===== config.mk =====
export PLATFORM = sky130hd
export DESIGN_NAME = lan_dma_arbiter_reset_irq
export DESIGN_NICKNAME = d
export VERILOG_FILES = /design/src/rtl/lan_ctrl_pkg.sv /design/src/rtl/reset_sequencer.sv /design/src/rtl/request_collector.sv /design/src/rtl/lan_dma_arbiter_reset_irq.sv
export VERILOG_INCLUDE_DIRS = /design/src /design/src/rtl
export SDC_FILE = /design/constraint.sdc
export NUM_CORES = 1
export LEC_CHECK = 0
export BUFFER_PORTS_ARGS = -buffer_cell sky130_fd_sc_hd__buf_2
export CORE_ASPECT_RATIO = 1.2
export CORE_MARGIN = 2
export CORE_UTILIZATION = 53
export DETAILED_ROUTE_END_ITERATION = 8
export PLACE_DENSITY = 0.83
export SLEW_MARGIN = 20
export SYNTH_ARGS = -nofsm -noshare
export SYNTH_HDL_FRONTEND = slang
export SYNTH_SLANG_ARGS = --single-unit
export TNS_END_PERCENT = 50

===== constraint.sdc =====
create_clock -name ref_clk -period 4.6 [get_ports ref_clk]
set_input_delay 0.92 -clock ref_clk [delete_from_list [all_inputs] [get_ports ref_clk]]
set_output_delay 0.92 -clock ref_clk [all_outputs]
set_load 0.02 [all_outputs]

===== src/rtl/lan_ctrl_map.svh =====
// Register indices, field positions, reset values and timing counts
// Assumes inclusion by bare name from the reset sequencer, the core and the bench
`ifndef LAN_CTRL_MAP_SVH
`define LAN_CTRL_MAP_SVH

`define BUS_MODE_IDX        4'h0
`define INT_STATUS_IDX      4'h5
`define INT_MASK_IDX        4'h7

`define BM_SOFT_RESET_BIT   0
`define BM_RX_PRIO_BIT      1
`define BUS_MODE_RESET      32'h0000_0000
`define INT_MASK_RESET      32'h0000_0000
`define INT_STATUS_RESET    32'h0000_0000

// Implemented interrupt source positions: 0-3, 5-11, 13, 14
`define INT_SRC_BITS        32'h0000_6fef
`define IS_TX_DONE          0
`define IS_TX_STOPPED       1
`define IS_TX_BUF_UNAVAIL   2
`define IS_JABBER_TIMEOUT   3
`define IS_TX_UNDERFLOW     5
`define IS_RX_DONE          6
`define IS_RX_BUF_UNAVAIL   7
`define IS_RX_STOPPED       8
`define IS_RX_WATCHDOG      9
`define IS_EARLY_TX         10
`define IS_GP_TIMER         11
`define IS_FATAL_BUS_ERR    13
`define IS_EARLY_RX         14

`define HOST_WAIT_CYCLES    50
`define RESET_SEQ_CYCLES    16

`endif


===== src/rtl/lan_ctrl_pkg.sv =====
// Types shared by the DMA arbiter, reset sequencer and request collector
// Enum encodings are given here; lan_ctrl_map.svh supplies the other numeric constants
package lan_ctrl_pkg;

	typedef logic [31:0] word_t;

	typedef struct packed {
		logic       wr;
		logic       rd;
		logic [3:0] idx;
		word_t      wdata;
	} csr_req_t;

	typedef struct packed {
		logic desc_fetch;
		logic desc_close;
		logic setup_pkt;
		logic fifo_room;
	} tx_src_t;

	typedef struct packed {
		logic desc_fetch;
		logic desc_close;
		logic fifo_burst;
		logic pkt_end;
	} rx_src_t;

	typedef struct packed {
		logic transmitting_now;
		logic rx_fifo_space_low;
		logic tx_fifo_level_low;
		logic full_duplex;
	} link_state_t;

	typedef enum logic [1:0] {
		GRANT_IDLE = 2'b00,
		GRANT_RX   = 2'b01,
		GRANT_TX   = 2'b10
	} grant_state_t;

	typedef enum logic [1:0] {
		RST_IDLE = 2'b00,
		RST_RUN  = 2'b01
	} reset_state_t;

endpackage


===== src/rtl/reset_sequencer.sv =====
// Reset sequence timer for hardware and software reset
// Assumes soft_reset_req is a one-cycle pulse on ref_clk
`include "lan_ctrl_map.svh"

module reset_sequencer
	import lan_ctrl_pkg::*;
#(
	parameter int SEQ_CYCLES = `RESET_SEQ_CYCLES
) (
	input  wire logic ref_clk,
	input  wire logic reset_n,
	input  wire logic soft_reset_req,
	output logic      seq_busy_ff,
	output logic      cfg_init_ff
);

	// Host may touch the device after its wait, so the sequence must end first
	if (SEQ_CYCLES < 1 || SEQ_CYCLES >= `HOST_WAIT_CYCLES) begin : g_bad_len
		$error("reset sequence must be shorter than the host wait");
	end

	reset_state_t state_ff, nxt_state;
	logic [7:0]   count_ff, nxt_count;
	logic         nxt_busy, nxt_cfg;

	always_comb begin
		nxt_state = state_ff;
		nxt_count = count_ff;
		nxt_busy  = seq_busy_ff;
		nxt_cfg   = cfg_init_ff;
		unique case (state_ff)
			RST_IDLE: begin
				if (soft_reset_req) begin
					nxt_state = RST_RUN;
					nxt_count = 8'h00;
					nxt_busy  = 1'b1;
				end
			end
			RST_RUN: begin
				nxt_count = count_ff + 8'h01;
				if (count_ff == 8'(SEQ_CYCLES - 1)) begin
					nxt_state = RST_IDLE;
					nxt_busy  = 1'b0;
					nxt_cfg   = 1'b0;
				end
			end
			default: begin
				nxt_state = RST_RUN;
				nxt_count = 8'h00;
				nxt_busy  = 1'b1;
			end
		endcase
	end

	// Pin reset starts a run with config init; a soft run leaves config alone
	always_ff @(posedge ref_clk or negedge reset_n) begin
		if (!reset_n) begin
			state_ff    <= RST_RUN;
			count_ff    <= 8'h00;
			seq_busy_ff <= 1'b1;
			cfg_init_ff <= 1'b1;
		end else begin
			state_ff    <= nxt_state;
			count_ff    <= nxt_count;
			seq_busy_ff <= nxt_busy;
			cfg_init_ff <= nxt_cfg;
		end
	end

endmodule


===== src/rtl/request_collector.sv =====
// Folds the per-cause DMA request lines of each process into one request
// Assumes all sources are logic on ref_clk
module request_collector
	import lan_ctrl_pkg::*;
(
	input  tx_src_t    tx_src,
	input  rx_src_t    rx_src,
	output logic [1:0] req
);

	logic [3:0] src [2];

	assign src[0] = rx_src;
	assign src[1] = tx_src;

	for (genvar i = 0; i < 2; i++) begin : g_proc
		assign req[i] = |src[i];
	end

endmodule


===== src/rtl/lan_dma_arbiter_reset_irq.sv =====
// Control core: reset sequencing, host-bus DMA arbitration, interrupt status
// Assumes the PCI target decodes CSR accesses into csr_req, and engines run on ref_clk
`include "lan_ctrl_map.svh"

module lan_dma_arbiter_reset_irq
	import lan_ctrl_pkg::*;
#(
	parameter int RESET_SEQ = `RESET_SEQ_CYCLES
) (
	input  wire logic         ref_clk,
	input  wire logic         reset_n,
	input  csr_req_t          csr_req,
	output word_t             csr_rdata_ff,
	output logic              csr_ack_ff,
	input  tx_src_t           tx_src,
	input  rx_src_t           rx_src,
	input  link_state_t       link,
	input  wire logic         dma_done,
	input  wire logic         rx_packet_end,
	input  wire logic         tx_packet_end,
	input  word_t             irq_events,
	output grant_state_t      grant_ff,
	output logic              engines_reset_ff,
	output logic              cfg_init_ff,
	output logic              irq_ff
);

	// The host wait keeps accesses clear of the sequence; any access during it is also dropped
	if (RESET_SEQ < 1 || RESET_SEQ >= `HOST_WAIT_CYCLES) begin : g_bad_seq
		$error("reset sequence must end inside the host wait");
	end

	// Pin reset asserts at once but releases through two flops, so every
	// register leaves reset on the same clean edge
	logic  rst_meta_n_ff;
	logic  rst_sync_n_ff;

	always_ff @(posedge ref_clk or negedge reset_n) begin
		if (!reset_n) begin
			rst_meta_n_ff <= 1'b0;
			rst_sync_n_ff <= 1'b0;
		end else begin
			rst_meta_n_ff <= 1'b1;
			rst_sync_n_ff <= rst_meta_n_ff;
		end
	end

	// Reset sequencing

	logic  soft_reset_req;
	logic  seq_busy;
	logic  cfg_init;
	logic  wr_ok;
	logic  rd_ok;

	// Accesses during the sequence are dropped and get no acknowledge
	assign wr_ok = csr_req.wr & ~seq_busy;
	assign rd_ok = csr_req.rd & ~seq_busy;

	assign soft_reset_req = wr_ok && csr_req.idx == `BUS_MODE_IDX
		&& csr_req.wdata[`BM_SOFT_RESET_BIT];

	reset_sequencer #(
		.SEQ_CYCLES     (RESET_SEQ)
	) u_reset_seq (
		.ref_clk        (ref_clk),
		.reset_n        (rst_sync_n_ff),
		.soft_reset_req (soft_reset_req),
		.seq_busy_ff    (seq_busy),
		.cfg_init_ff    (cfg_init)
	);

	// Engines abort and park in stopped while the sequence runs
	always_ff @(posedge ref_clk or negedge rst_sync_n_ff) begin
		if (!rst_sync_n_ff) begin
			engines_reset_ff <= 1'b1;
			cfg_init_ff      <= 1'b1;
		end else begin
			engines_reset_ff <= seq_busy | soft_reset_req;
			cfg_init_ff      <= cfg_init;
		end
	end

	// Registers

	word_t bus_mode_ff,   nxt_bus_mode;
	word_t int_mask_ff,   nxt_int_mask;
	word_t int_status_ff, nxt_int_status;
	word_t nxt_rdata;
	logic  nxt_ack;
	logic  nxt_irq;
	logic  clear_hit;
	word_t clear_bits;

	// Only implemented sources can be cleared; the rest always read zero
	assign clear_bits = (wr_ok && csr_req.idx == `INT_STATUS_IDX) ?
		csr_req.wdata & `INT_SRC_BITS : 32'h0000_0000;
	assign clear_hit  = |(clear_bits & int_status_ff);

	always_comb begin
		nxt_bus_mode   = bus_mode_ff;
		nxt_int_mask   = int_mask_ff;
		nxt_int_status = int_status_ff;
		if (wr_ok && csr_req.idx == `BUS_MODE_IDX) begin
			// Soft reset bit self-clears, so it always reads back zero
			nxt_bus_mode = '0;
			nxt_bus_mode[`BM_RX_PRIO_BIT] = csr_req.wdata[`BM_RX_PRIO_BIT];
		end
		if (wr_ok && csr_req.idx == `INT_MASK_IDX) begin
			nxt_int_mask = csr_req.wdata & `INT_SRC_BITS;
		end
		// Set wins over clear so an event in the clearing cycle survives
		nxt_int_status = (int_status_ff & ~clear_bits)
			| (irq_events & `INT_SRC_BITS);
		if (seq_busy || soft_reset_req) begin
			nxt_bus_mode   = `BUS_MODE_RESET;
			nxt_int_mask   = `INT_MASK_RESET;
			nxt_int_status = `INT_STATUS_RESET;
		end
	end

	always_ff @(posedge ref_clk or negedge rst_sync_n_ff) begin
		if (!rst_sync_n_ff) begin
			bus_mode_ff   <= `BUS_MODE_RESET;
			int_mask_ff   <= `INT_MASK_RESET;
			int_status_ff <= `INT_STATUS_RESET;
		end else begin
			bus_mode_ff   <= nxt_bus_mode;
			int_mask_ff   <= nxt_int_mask;
			int_status_ff <= nxt_int_status;
		end
	end

	// Read port: one-cycle answer, unmapped indices read zero
	// Unmapped writes are acknowledged too, so the host never stalls on a hole
	always_comb begin
		nxt_ack   = wr_ok | rd_ok;
		nxt_rdata = '0;
		if (rd_ok) begin
			unique case (csr_req.idx)
				`BUS_MODE_IDX:   nxt_rdata = bus_mode_ff;
				`INT_STATUS_IDX: nxt_rdata = int_status_ff;
				`INT_MASK_IDX:   nxt_rdata = int_mask_ff;
				default:         nxt_rdata = '0;
			endcase
		end
	end

	always_ff @(posedge ref_clk or negedge rst_sync_n_ff) begin
		if (!rst_sync_n_ff) begin
			csr_rdata_ff <= '0;
			csr_ack_ff   <= 1'b0;
		end else begin
			csr_rdata_ff <= nxt_rdata;
			csr_ack_ff   <= nxt_ack;
		end
	end

	// Interrupt line

	// A level of set-and-enabled bits; several events merge into one assertion.
	// A clearing write that hits a set bit forces one low cycle so an edge-
	// sensitive host sees the remaining causes as a fresh interrupt.
	always_comb begin
		nxt_irq = |(nxt_int_status & nxt_int_mask);
		if (clear_hit) begin
			nxt_irq = 1'b0;
		end
	end

	always_ff @(posedge ref_clk or negedge rst_sync_n_ff) begin
		if (!rst_sync_n_ff) begin
			irq_ff <= 1'b0;
		end else begin
			irq_ff <= nxt_irq;
		end
	end

	// DMA arbitration

	logic [1:0] req;
	logic       rx_req;
	logic       tx_req;

	request_collector u_req (
		.tx_src (tx_src),
		.rx_src (rx_src),
		.req    (req)
	);

	// Bit order follows the collector's source array: receive low, transmit high
	assign rx_req = req[0];
	assign tx_req = req[1];

	// rr_rx_ff remembers which process won last, for both round-robin cases
	grant_state_t nxt_grant;
	logic         owe_tx_ff,  nxt_owe_tx;
	logic         owe_rx_ff,  nxt_owe_rx;
	logic         rr_rx_ff,   nxt_rr_rx;
	logic         pick_rx;

	// Choice when both processes request; windows for the other side come first
	always_comb begin
		if (owe_tx_ff && !owe_rx_ff) begin
			pick_rx = 1'b0;
		end else if (owe_rx_ff && !owe_tx_ff) begin
			pick_rx = 1'b1;
		end else if (!bus_mode_ff[`BM_RX_PRIO_BIT]) begin
			pick_rx = ~rr_rx_ff;
		end else if (!link.transmitting_now) begin
			pick_rx = 1'b1;
		end else if (link.rx_fifo_space_low && !link.tx_fifo_level_low) begin
			pick_rx = 1'b1;
		end else if (link.rx_fifo_space_low && link.full_duplex) begin
			pick_rx = ~rr_rx_ff;
		end else begin
			pick_rx = 1'b0;
		end
	end

	always_comb begin
		nxt_grant  = grant_ff;
		nxt_owe_tx = owe_tx_ff | rx_packet_end;
		nxt_owe_rx = owe_rx_ff | tx_packet_end;
		nxt_rr_rx  = rr_rx_ff;
		unique case (grant_ff)
			GRANT_IDLE: begin
				// A grant lasts for one burst, ended by dma_done
				if (rx_req && (!tx_req || pick_rx)) begin
					nxt_grant  = GRANT_RX;
					nxt_rr_rx  = 1'b1;
					nxt_owe_rx = tx_packet_end;
					if (tx_req) begin
						nxt_owe_tx = rx_packet_end;
					end
				end else if (tx_req) begin
					nxt_grant  = GRANT_TX;
					nxt_rr_rx  = 1'b0;
					nxt_owe_tx = rx_packet_end;
					if (rx_req) begin
						nxt_owe_rx = tx_packet_end;
					end
				end
			end
			GRANT_RX, GRANT_TX: begin
				if (dma_done) begin
					nxt_grant = GRANT_IDLE;
				end
			end
			default: begin
				nxt_grant = GRANT_IDLE;
			end
		endcase
		// Reset drops any burst mid-flight; no descriptor is closed or released
		if (seq_busy || soft_reset_req) begin
			nxt_grant  = GRANT_IDLE;
			nxt_owe_tx = 1'b0;
			nxt_owe_rx = 1'b0;
			nxt_rr_rx  = 1'b0;
		end
	end

	always_ff @(posedge ref_clk or negedge rst_sync_n_ff) begin
		if (!rst_sync_n_ff) begin
			grant_ff  <= GRANT_IDLE;
			owe_tx_ff <= 1'b0;
			owe_rx_ff <= 1'b0;
			rr_rx_ff  <= 1'b0;
		end else begin
			grant_ff  <= nxt_grant;
			owe_tx_ff <= nxt_owe_tx;
			owe_rx_ff <= nxt_owe_rx;
			rr_rx_ff  <= nxt_rr_rx;
		end
	end

endmodule


==> run metrics, run 1 <==
R2R cell count=6; layout cell share with drive strength beyond 1=24.26%; largest net degree at the start of global routing=70; Int Power=2.124 mW; total clock sinks=118; Post-Place Setup Slack=between 0.9 and 1 ns; outcome=complete, no violations; initial antenna violation count=0; Yosys reg bits=118; Tcrit/Tclk final=about 70%; Ports=between 100 and 150; CP Max Fanout=33; CTS resizes=0; final estimated routing congestion in global placement=0.9171; Clock Power Share=46.0%; commonest non-fill, non-tap cell in the layout=dfrtp_1; Initial Util=54.14%; Iteration-0 DRC Markers=390; worst slew pin tran=0.8534 ns; first-pass iteration count of the detailed router=5; Hold WC Path Type=in -> async; fin nets=616; Vias/cell=5.853; Core Region=8986 µm²; Die Height=109.0 µm; row count=38; Yosys top cell by area=dfrtp_1; vias in the first global route=3800; critical path arrival=3.61 ns; H-tree depth reported by CTS=4; reg-to-reg endpoint=irq_ff$_DFF_PN0_; final setup vio count=0; Setup crit end kind=flip-flop; Yosys cell types=47; Total Power=just under 3 mW; drt total wl=11.50 mm; Clk pin slew, worst setup/hold paths=0.06 ns; crit path kind=in -> reg; Mapped Area=4865 µm²; switch share=around a quarter; cell count after synthesis=440; Post-DRT Antenna Nets=0; RSZ-0062 raised after global routing=no; average size of a mapped cell=11.06 µm²; max-cap check violation count=0; commonest non-fill, non-tap cells in the layout=dfrtp_1, buf_2, nor2_1, and2_1, a22oi_1; Yosys warning total=0; DR vias=approximately 3900; crit-path cells=buf_2 -> or4_1 -> o31a_1 -> buf_4 -> inv_1 -> buf_4 -> or4_1 -> nor4b_1 -> a31oi_1; CTS Hold Buffers Added=0; clock root buffer=clkbuf_8; worst reg-to-reg setup slack=1.74 ns; Seq/Total Area, Yosys=60.80%; synth top area cells=dfrtp_1, a22oi_1, and2_1; Synth async-reset ratio=100.0%; Layout area overhead=22.99%; top cell type's share of synthesized area=58.64%; EDFF count, synth=0; n_diodes=0; PwrDens=483.2 nW/µm²; GRT Residual Overflow=0; worst path required time=between 4 and 5 ns; detailed-route wire length per cell=17.42 µm; Comb power frac=12.4%; # DRC=0; Final WS setup=between 1 and 1.5 ns; CTS Buffer Depth=2; area of the multi-input gates=about 1700 µm²; Seq. cell area=2962 µm²; syn_nets=around 530; Worst path max stage delay=0.56 ns; setup TNS=0 ns; Final Max Slew Viols=0; Most used DFF post-synth=dfrtp_1; Final Hold Fails=0; Final Skew=0.006843 ns; slowest cell on the critical path=inv_1; CTS tree=yes; Post-DP HPWL=7.164 mm; clock latency on the worst-skew pair=~0.52 ns; fill cell count=640; P_leak=2.875 nW; reg2reg start=u_reset_seq.state_ff[0]$_DFFE_PN1P_; # port buffers=86; NetSw=0.7667 mW; Die X=91.46 µm; share of total power in sequential cells=approximately two fifths; first-pass GRT wire length=18.33 mm; crit path time final=~3.2 ns; Slew Limit Headroom=between 40% and 50%; Setup Buffers After CTS=0; CTS buffer count=17; Setup crit start kind=input pin; fmax=308.7 MHz; DIE AREA=approximately 10000 µm²; hold_ws=0.1717 ns; maximum VDD drop=0.0002826 V; GRT Overall Usage=24.04%
==> cell type report <==
| type | instances | area share, % |
|---|---|---|
| flip-flops and latches | 118 | 49.50 |
| multi-input cells | 280 | 28.77 |
| clock buffers | 20 | 7.612 |
| inverters | 18 | 1.129 |
| well taps | 120 | 2.509 |
| clock inverters | 12 | 2.530 |
| repair buffers | 92 | 7.946 |
==> through the flow <==
| stage | std cells | util [%] | cell area [µm²] |
|---|---|---|---|
| 2_1_floorplan | 440 | - | 4865 |
| 3_3_place_gp | 628 | 59.83 | 5376 |
| 3_5_place_dp | 628 | 59.83 | 5376 |
| 4_1_cts | 660 | 66.58 | 5983 |
| 5_1_grt | 660 | 66.58 | 5983 |
| 6_report | 660 | 66.58 | 5983 |
==> state kept, by name, summed over array words and instances, names as in the netlist <==
name	count
owe_tx_ff	1
csr_rdata_ff	32
irq_ff	1
owe_rx_ff	1
int_status_ff	32
rst_meta_n_ff	1
bus_mode_ff	1
u_reset_seq.state_ff	1
u_reset_seq.count_ff	8
u_reset_seq.cfg_init_ff	1
csr_ack_ff	1
cfg_init_ff	1
engines_reset_ff	1
grant_ff	2
rr_rx_ff	1
int_mask_ff	32
rst_sync_n_ff	1
==> cell usage after synthesis, drive strengths merged (2+ instances only) <==
master	n
a21oi	10
a221oi	4
a22o	3
a22oi	38
a31oi	3
and2	39
and3	3
buf	6
clkbuf	18
dfrtp	114
dfstp	4
ha	2
inv	18
mux2i	13
nand2	18
nand2b	8
nand3	8
nand4	2
nor2	62
nor2b	3
nor3	9
nor3b	2
nor4	2
o21a	3
o21ai	10
o221ai	10
o22ai	3
or4	6
xnor2	3
==> worst max path at each step <==
stage	from	endpoint	slack (ns)	cells after the start
after floorplan	rst_sync_n_ff$_DFF_PN0_	bus_mode_ff[1]$_DFFE_PN0P_	1.08	0
after global placement	csr_req[33]	irq_ff$_DFF_PN0_	0.98	9
after detailed placement	csr_req[33]	irq_ff$_DFF_PN0_	0.96	9
after CTS	csr_req[33]	irq_ff$_DFF_PN0_	1.48	9
after global routing	csr_req[33]	irq_ff$_DFF_PN0_	1.33	9
final	csr_req[33]	irq_ff$_DFF_PN0_	1.36	9
==> worst max-delay path, delay by kind of cell <==
family / cells / cell delay, ns
simple gates: 3 / 1.02
buf+inv: 4 / 1.21
compound gates: 2 / 0.45
==> routing by layer <==
metal | routed length, µm | GRT usage [%] | vias to the layer above | part of all wire, %
met5 | 0 | 0 | - | 0
met4 | 324 | 10.71 | 0 | 2.8
met3 | 669 | 6.911 | 29 | 5.8
met2 | 5969 | 40.76 | 171 | 52
met1 | 4534 | 28.66 | 1931 | 39
li1 | - | - | 1732 | -
==> power groups by stage <==
stage	Sequential, mW	Combinational, mW	Clock [mW]
3_5_place_dp	1.22	0.353	0
4_1_cts	1.20	0.359	1.34
3_3_place_gp	1.21	0.338	0
2_1_floorplan	1.22	0.229	0
6_report	1.20	0.359	1.33
5_1_grt	1.22	0.400	1.39
==> cells by family after synthesis <==
| logic type | after synthesis | share of synthesized area [%] |
|---|---|---|
| AO/OA/AOI/OAI | 92 | 13.68 |
| XOR/XNOR | 4 | 0.7203 |
| adder cells (fa/ha/maj) | 3 | 0.7201 |
| buffers and inverters | 42 | 3.806 |
| flip-flops | 118 | 60.80 |
| multiplexers | 13 | 2.675 |
| other | 1 | 0.07709 |
| AND/OR/NAND/NOR | 167 | 17.52 |
(Power assumes the default switching activity.)
==> run 2: changes to the inputs <==
--- a/config.mk
+++ b/config.mk
@@ -6,10 +6,11 @@
 export SDC_FILE = /design/constraint.sdc
 export NUM_CORES = 1
 export LEC_CHECK = 0
+export ABC_AREA = 1
 export BUFFER_PORTS_ARGS = -buffer_cell sky130_fd_sc_hd__buf_2
 export CORE_ASPECT_RATIO = 1.2
 export CORE_MARGIN = 2
-export CORE_UTILIZATION = 53
+export CORE_UTILIZATION = 54
 export DETAILED_ROUTE_END_ITERATION = 8
 export PLACE_DENSITY = 0.83
 export SLEW_MARGIN = 20
==> constraint.sdc (replaced) <==
create_clock -name ref_clk -period 3.3 [get_ports ref_clk]
set_input_delay 0.66 -clock ref_clk [delete_from_list [all_inputs] [get_ports ref_clk]]
set_output_delay 0.66 -clock ref_clk [all_outputs]
set_load 0.02 [all_outputs]
==> run metrics, run 2 <==
outcome=complete, no violations; Final Hold Fails=0 (unchanged); GRT busiest layer=met2; Final Max Slew Viols=0 (unchanged); Worst path max stage delay=0.44 ns (-0.12 ns); PwrDens=678.0 nW/µm² (+40%); Hold WC Path Type=reg -> reg; placed insts=856 (+36%); CTS Hold Buffers Added=1 (+1); detailed-route wire length per cell=14.51 µm (-17%); most common cell in the netlist=nand2_1; crit-path cells=nor2_8 -> nand4_2 -> nand2_2 -> buf_4 -> nor2_1 -> nand2_1 -> nand2_1 -> nor2_1 -> nand2_1 -> nor2_1 -> a21oi_1; average size of a mapped cell=8.155 µm² (-26%); Yosys top cell by area=dfrtp_1; cell count after synthesis=662 (+50%); CTS tree=yes; Yosys reg bits=118 (unchanged); share of total power in sequential cells=39.9% (-1.7 points); Synth Area in Simple Gates=27.62% (+10 points); Layout area overhead=21.14%; RSZ-0062 raised after global routing=no; vias in the first global route=4699 (+24%); Iteration-0 DRC Markers=365 (-6.4%); met2 usage=43.52% (+2.8 points); R2R cell count=11 (+5); Initial Util=54.76% (+0.62 points); Setup crit end kind=flip-flop; Hold Crit Endpoint=rst_sync_n_ff$_DFF_PN0_; critical path arrival=2.67 ns (-0.94 ns); EDFF count, synth=0 (unchanged); Core Region=9859 µm² (+9.7%); CP Max Fanout=34 (+3.0%); Vias/cell=5.346 (-8.7%); max-cap check violation count=0 (unchanged); multiplexer area fraction after synthesis=0% (-2.7 points); CTS Buffer Depth=2 (unchanged); Seq/Total Area, Yosys=54.79% (-6.0 points); commonest non-fill, non-tap cell in the layout=nand2_1; reg2reg start=u_reset_seq.state_ff[0]$_DFFE_PN1P_; Setup Buffers After CTS=0 (unchanged); final estimated routing congestion in global placement=0.8311 (-9.4%); DIE AREA=10820 µm² (+8.6%); Clock Power Share=42.7% (-3.3 points); fin nets=839 (+36%); worst slew pin tran=0.9131 ns (+0.05970 ns); Min-Delay Startpoint=rst_meta_n_ff$_DFF_PN0_; commonest non-fill, non-tap cells in the layout=nand2_1, dfrtp_1, inv_1, buf_2, nor2_1; met3 GRT Util=6.803% (-0.11 points); Mapped Area=5399 µm² (+11%); syn_nets=751 (+42%); clock latency on the worst-skew pair=0.42 ns (-0.10 ns); CTS resizes=0 (unchanged); H-tree depth reported by CTS=4 (unchanged); Final Skew=0.007677 ns (+0.0008341 ns); largest net degree at the start of global routing=74 (+5.7%); reg-to-reg endpoint=irq_ff$_DFF_PN0_; worst path required time=3.60 ns (-1.38 ns); GRT Residual Overflow=0 (unchanged); Ports=125 (unchanged); Die Height=113.5 µm (+4.2%); Post-DRT Antenna Nets=0 (unchanged); Tcrit/Tclk final=a little under three quarters; design area=6540 µm² (+9.3%); compound-cell area share of the yosys netlist=7.138% (-6.5 points); top flop regs=csr_rdata_ff x32, int_mask_ff x32, int_status_ff x32; Comb power frac=17.4% (+5.0 points); switch share=29.23% (+2.7 points); Adder-Cell Fraction of Synth Area=0.4635% (-0.26 points); drt total wl=12.91 mm (+12%); slowest cell on the critical path=dfstp_2; P_leak=3.324 nW (+16%); Die X=95.28 µm (+4.2%); DR vias=4758 (+23%); Post-DP HPWL=8.079 mm (+13%); total clock sinks=118 (unchanged); # DRC=0 (unchanged); final setup vio count=0 (unchanged); Yosys cell types=35 (-26%); Total Power=4.434 mW (+53%); Synth async-reset ratio=100.0% (unchanged); Int Power=3.138 mW (+48%); first-pass iteration count of the detailed router=6 (+1); crit path kind=reg -> reg; Setup crit start kind=flip-flop; fill cell count=760 (+19%); worst reg-to-reg setup slack=0.93 ns (-0.81 ns); CTS buffer count=17 (unchanged); met1 Use GR=30.56% (+1.9 points); synth top area cells=dfrtp_1, nand2_1, inv_1; initial antenna violation count=1 (+1); setup TNS=0 ns (unchanged); Post-Place Setup Slack=0.7097 ns (-0.2454 ns); Final WS setup=0.9253 ns (-0.4355 ns); Slew Limit Headroom=39.13% (-4.0 points); fin cells=890 (+35%); Yosys warning total=0 (unchanged); top cells by count, synth=nand2_1, dfrtp_1, inv_1; first-pass GRT wire length=21.58 mm (+18%); layout cell share with drive strength beyond 1=19.00% (-5.3 points); top cell type's share of synthesized area=52.84% (-5.8 points); Most used DFF post-synth=dfrtp_1; GRT Overall Usage=26.26% (+2.2 points); main combinational cell family by area after synthesis=simple AND/OR/NAND/NOR gates; cell area after placement=5921 µm² (+10%); # port buffers=86 (unchanged); NetSw=1.296 mW (+69%); maximum VDD drop=0.0003787 V (+34%); Synth Area in XOR/XNOR=0% (-0.72 points); row count=40 (+5.3%); crit path time final=approximately 2.4 ns; fmax=421.1 MHz; Clk pin slew, worst setup/hold paths=0.05 ns (about the same); WHS Path Cells=0; clock root buffer=clkbuf_16
run 2: cell families (layout without fill, tap and decap cells):
| logic type | Yosys count | after routing |
|---|---|---|
| AO/OA/AOI/OAI | 72 | 72 |
| flip-flops | 118 | 118 |
| other | 1 | 2 |
| AND/OR/NAND/NOR | 346 | 346 |
| adder cells (fa/ha/maj) | 2 | 2 |
| buffers and inverters | 123 | 224 |
run 2: worst max-delay path, delay by kind of cell (launching register included):
kind | cells | cell delay (ns)
DFF | 1 | 0.44
and+or+nand+nor | 9 | 1.34
AOI/OAI and AO/OA | 1 | 0.10
buffers and inverters | 1 | 0.35
run 2: per-layer routing:
metal / up-vias / part of all wire [%]
met5: - / 0
met2: 233 / 52
met3: 59 / 7.3
met4: 0 / 4.3
met1: 2225 / 37
li1: 2241 / -
run 2: worst max-delay path by stage:
| stage | cells after the start | end | slack (ns) | from |
|---|---|---|---|---|
| after floorplan | 0 | bus_mode_ff[1]$_DFFE_PN0P_ | 1.33 | rst_sync_n_ff$_DFF_PN0_ |
| after global placement | 13 | irq_ff$_DFF_PN0_ | 0.72 | csr_req[37] |
| after detailed placement | 13 | irq_ff$_DFF_PN0_ | 0.71 | csr_req[37] |
| after CTS | 11 | irq_ff$_DFF_PN0_ | 0.97 | u_reset_seq.state_ff[0]$_DFFE_PN1P_ |
| after global routing | 11 | irq_ff$_DFF_PN0_ | 0.81 | u_reset_seq.state_ff[0]$_DFFE_PN1P_ |
| final | 11 | irq_ff$_DFF_PN0_ | 0.93 | u_reset_seq.state_ff[0]$_DFFE_PN1P_ |
run 2: per-stage QoR:
stage	util [%]	hold WS, ns
floorplan	-	0.3311
global placement	60.05	0.3386
detailed placement	60.05	0.3458
CTS	66.31	0.3579
global route	66.33	0.3679
finish	66.33	0.3518
run 2: power groups by stage:
stage,Sequential [mW],Clock (mW),Combinational (mW)
floorplan,1.79,0,0.540
global placement,1.77,0,0.726
detailed placement,1.79,0,0.760
CTS,1.77,1.91,0.772
global route,1.79,1.98,0.867
finish,1.77,1.89,0.774
run 2: area by class of cell:
class                           count  area [µm²]  area share (%)
Timing Repair Buffer               98       548.0           8.380
Sequential cell                   118        2962           45.28
Antenna cell                        1       2.502         0.03826
Clock inverter                     10       152.6           2.334
Inverter                           94       355.3           5.433
Tap cell                          126       157.7           2.411
Multi-Input combinational cell    421        1908           29.18
Clock buffer                       22       454.2           6.945
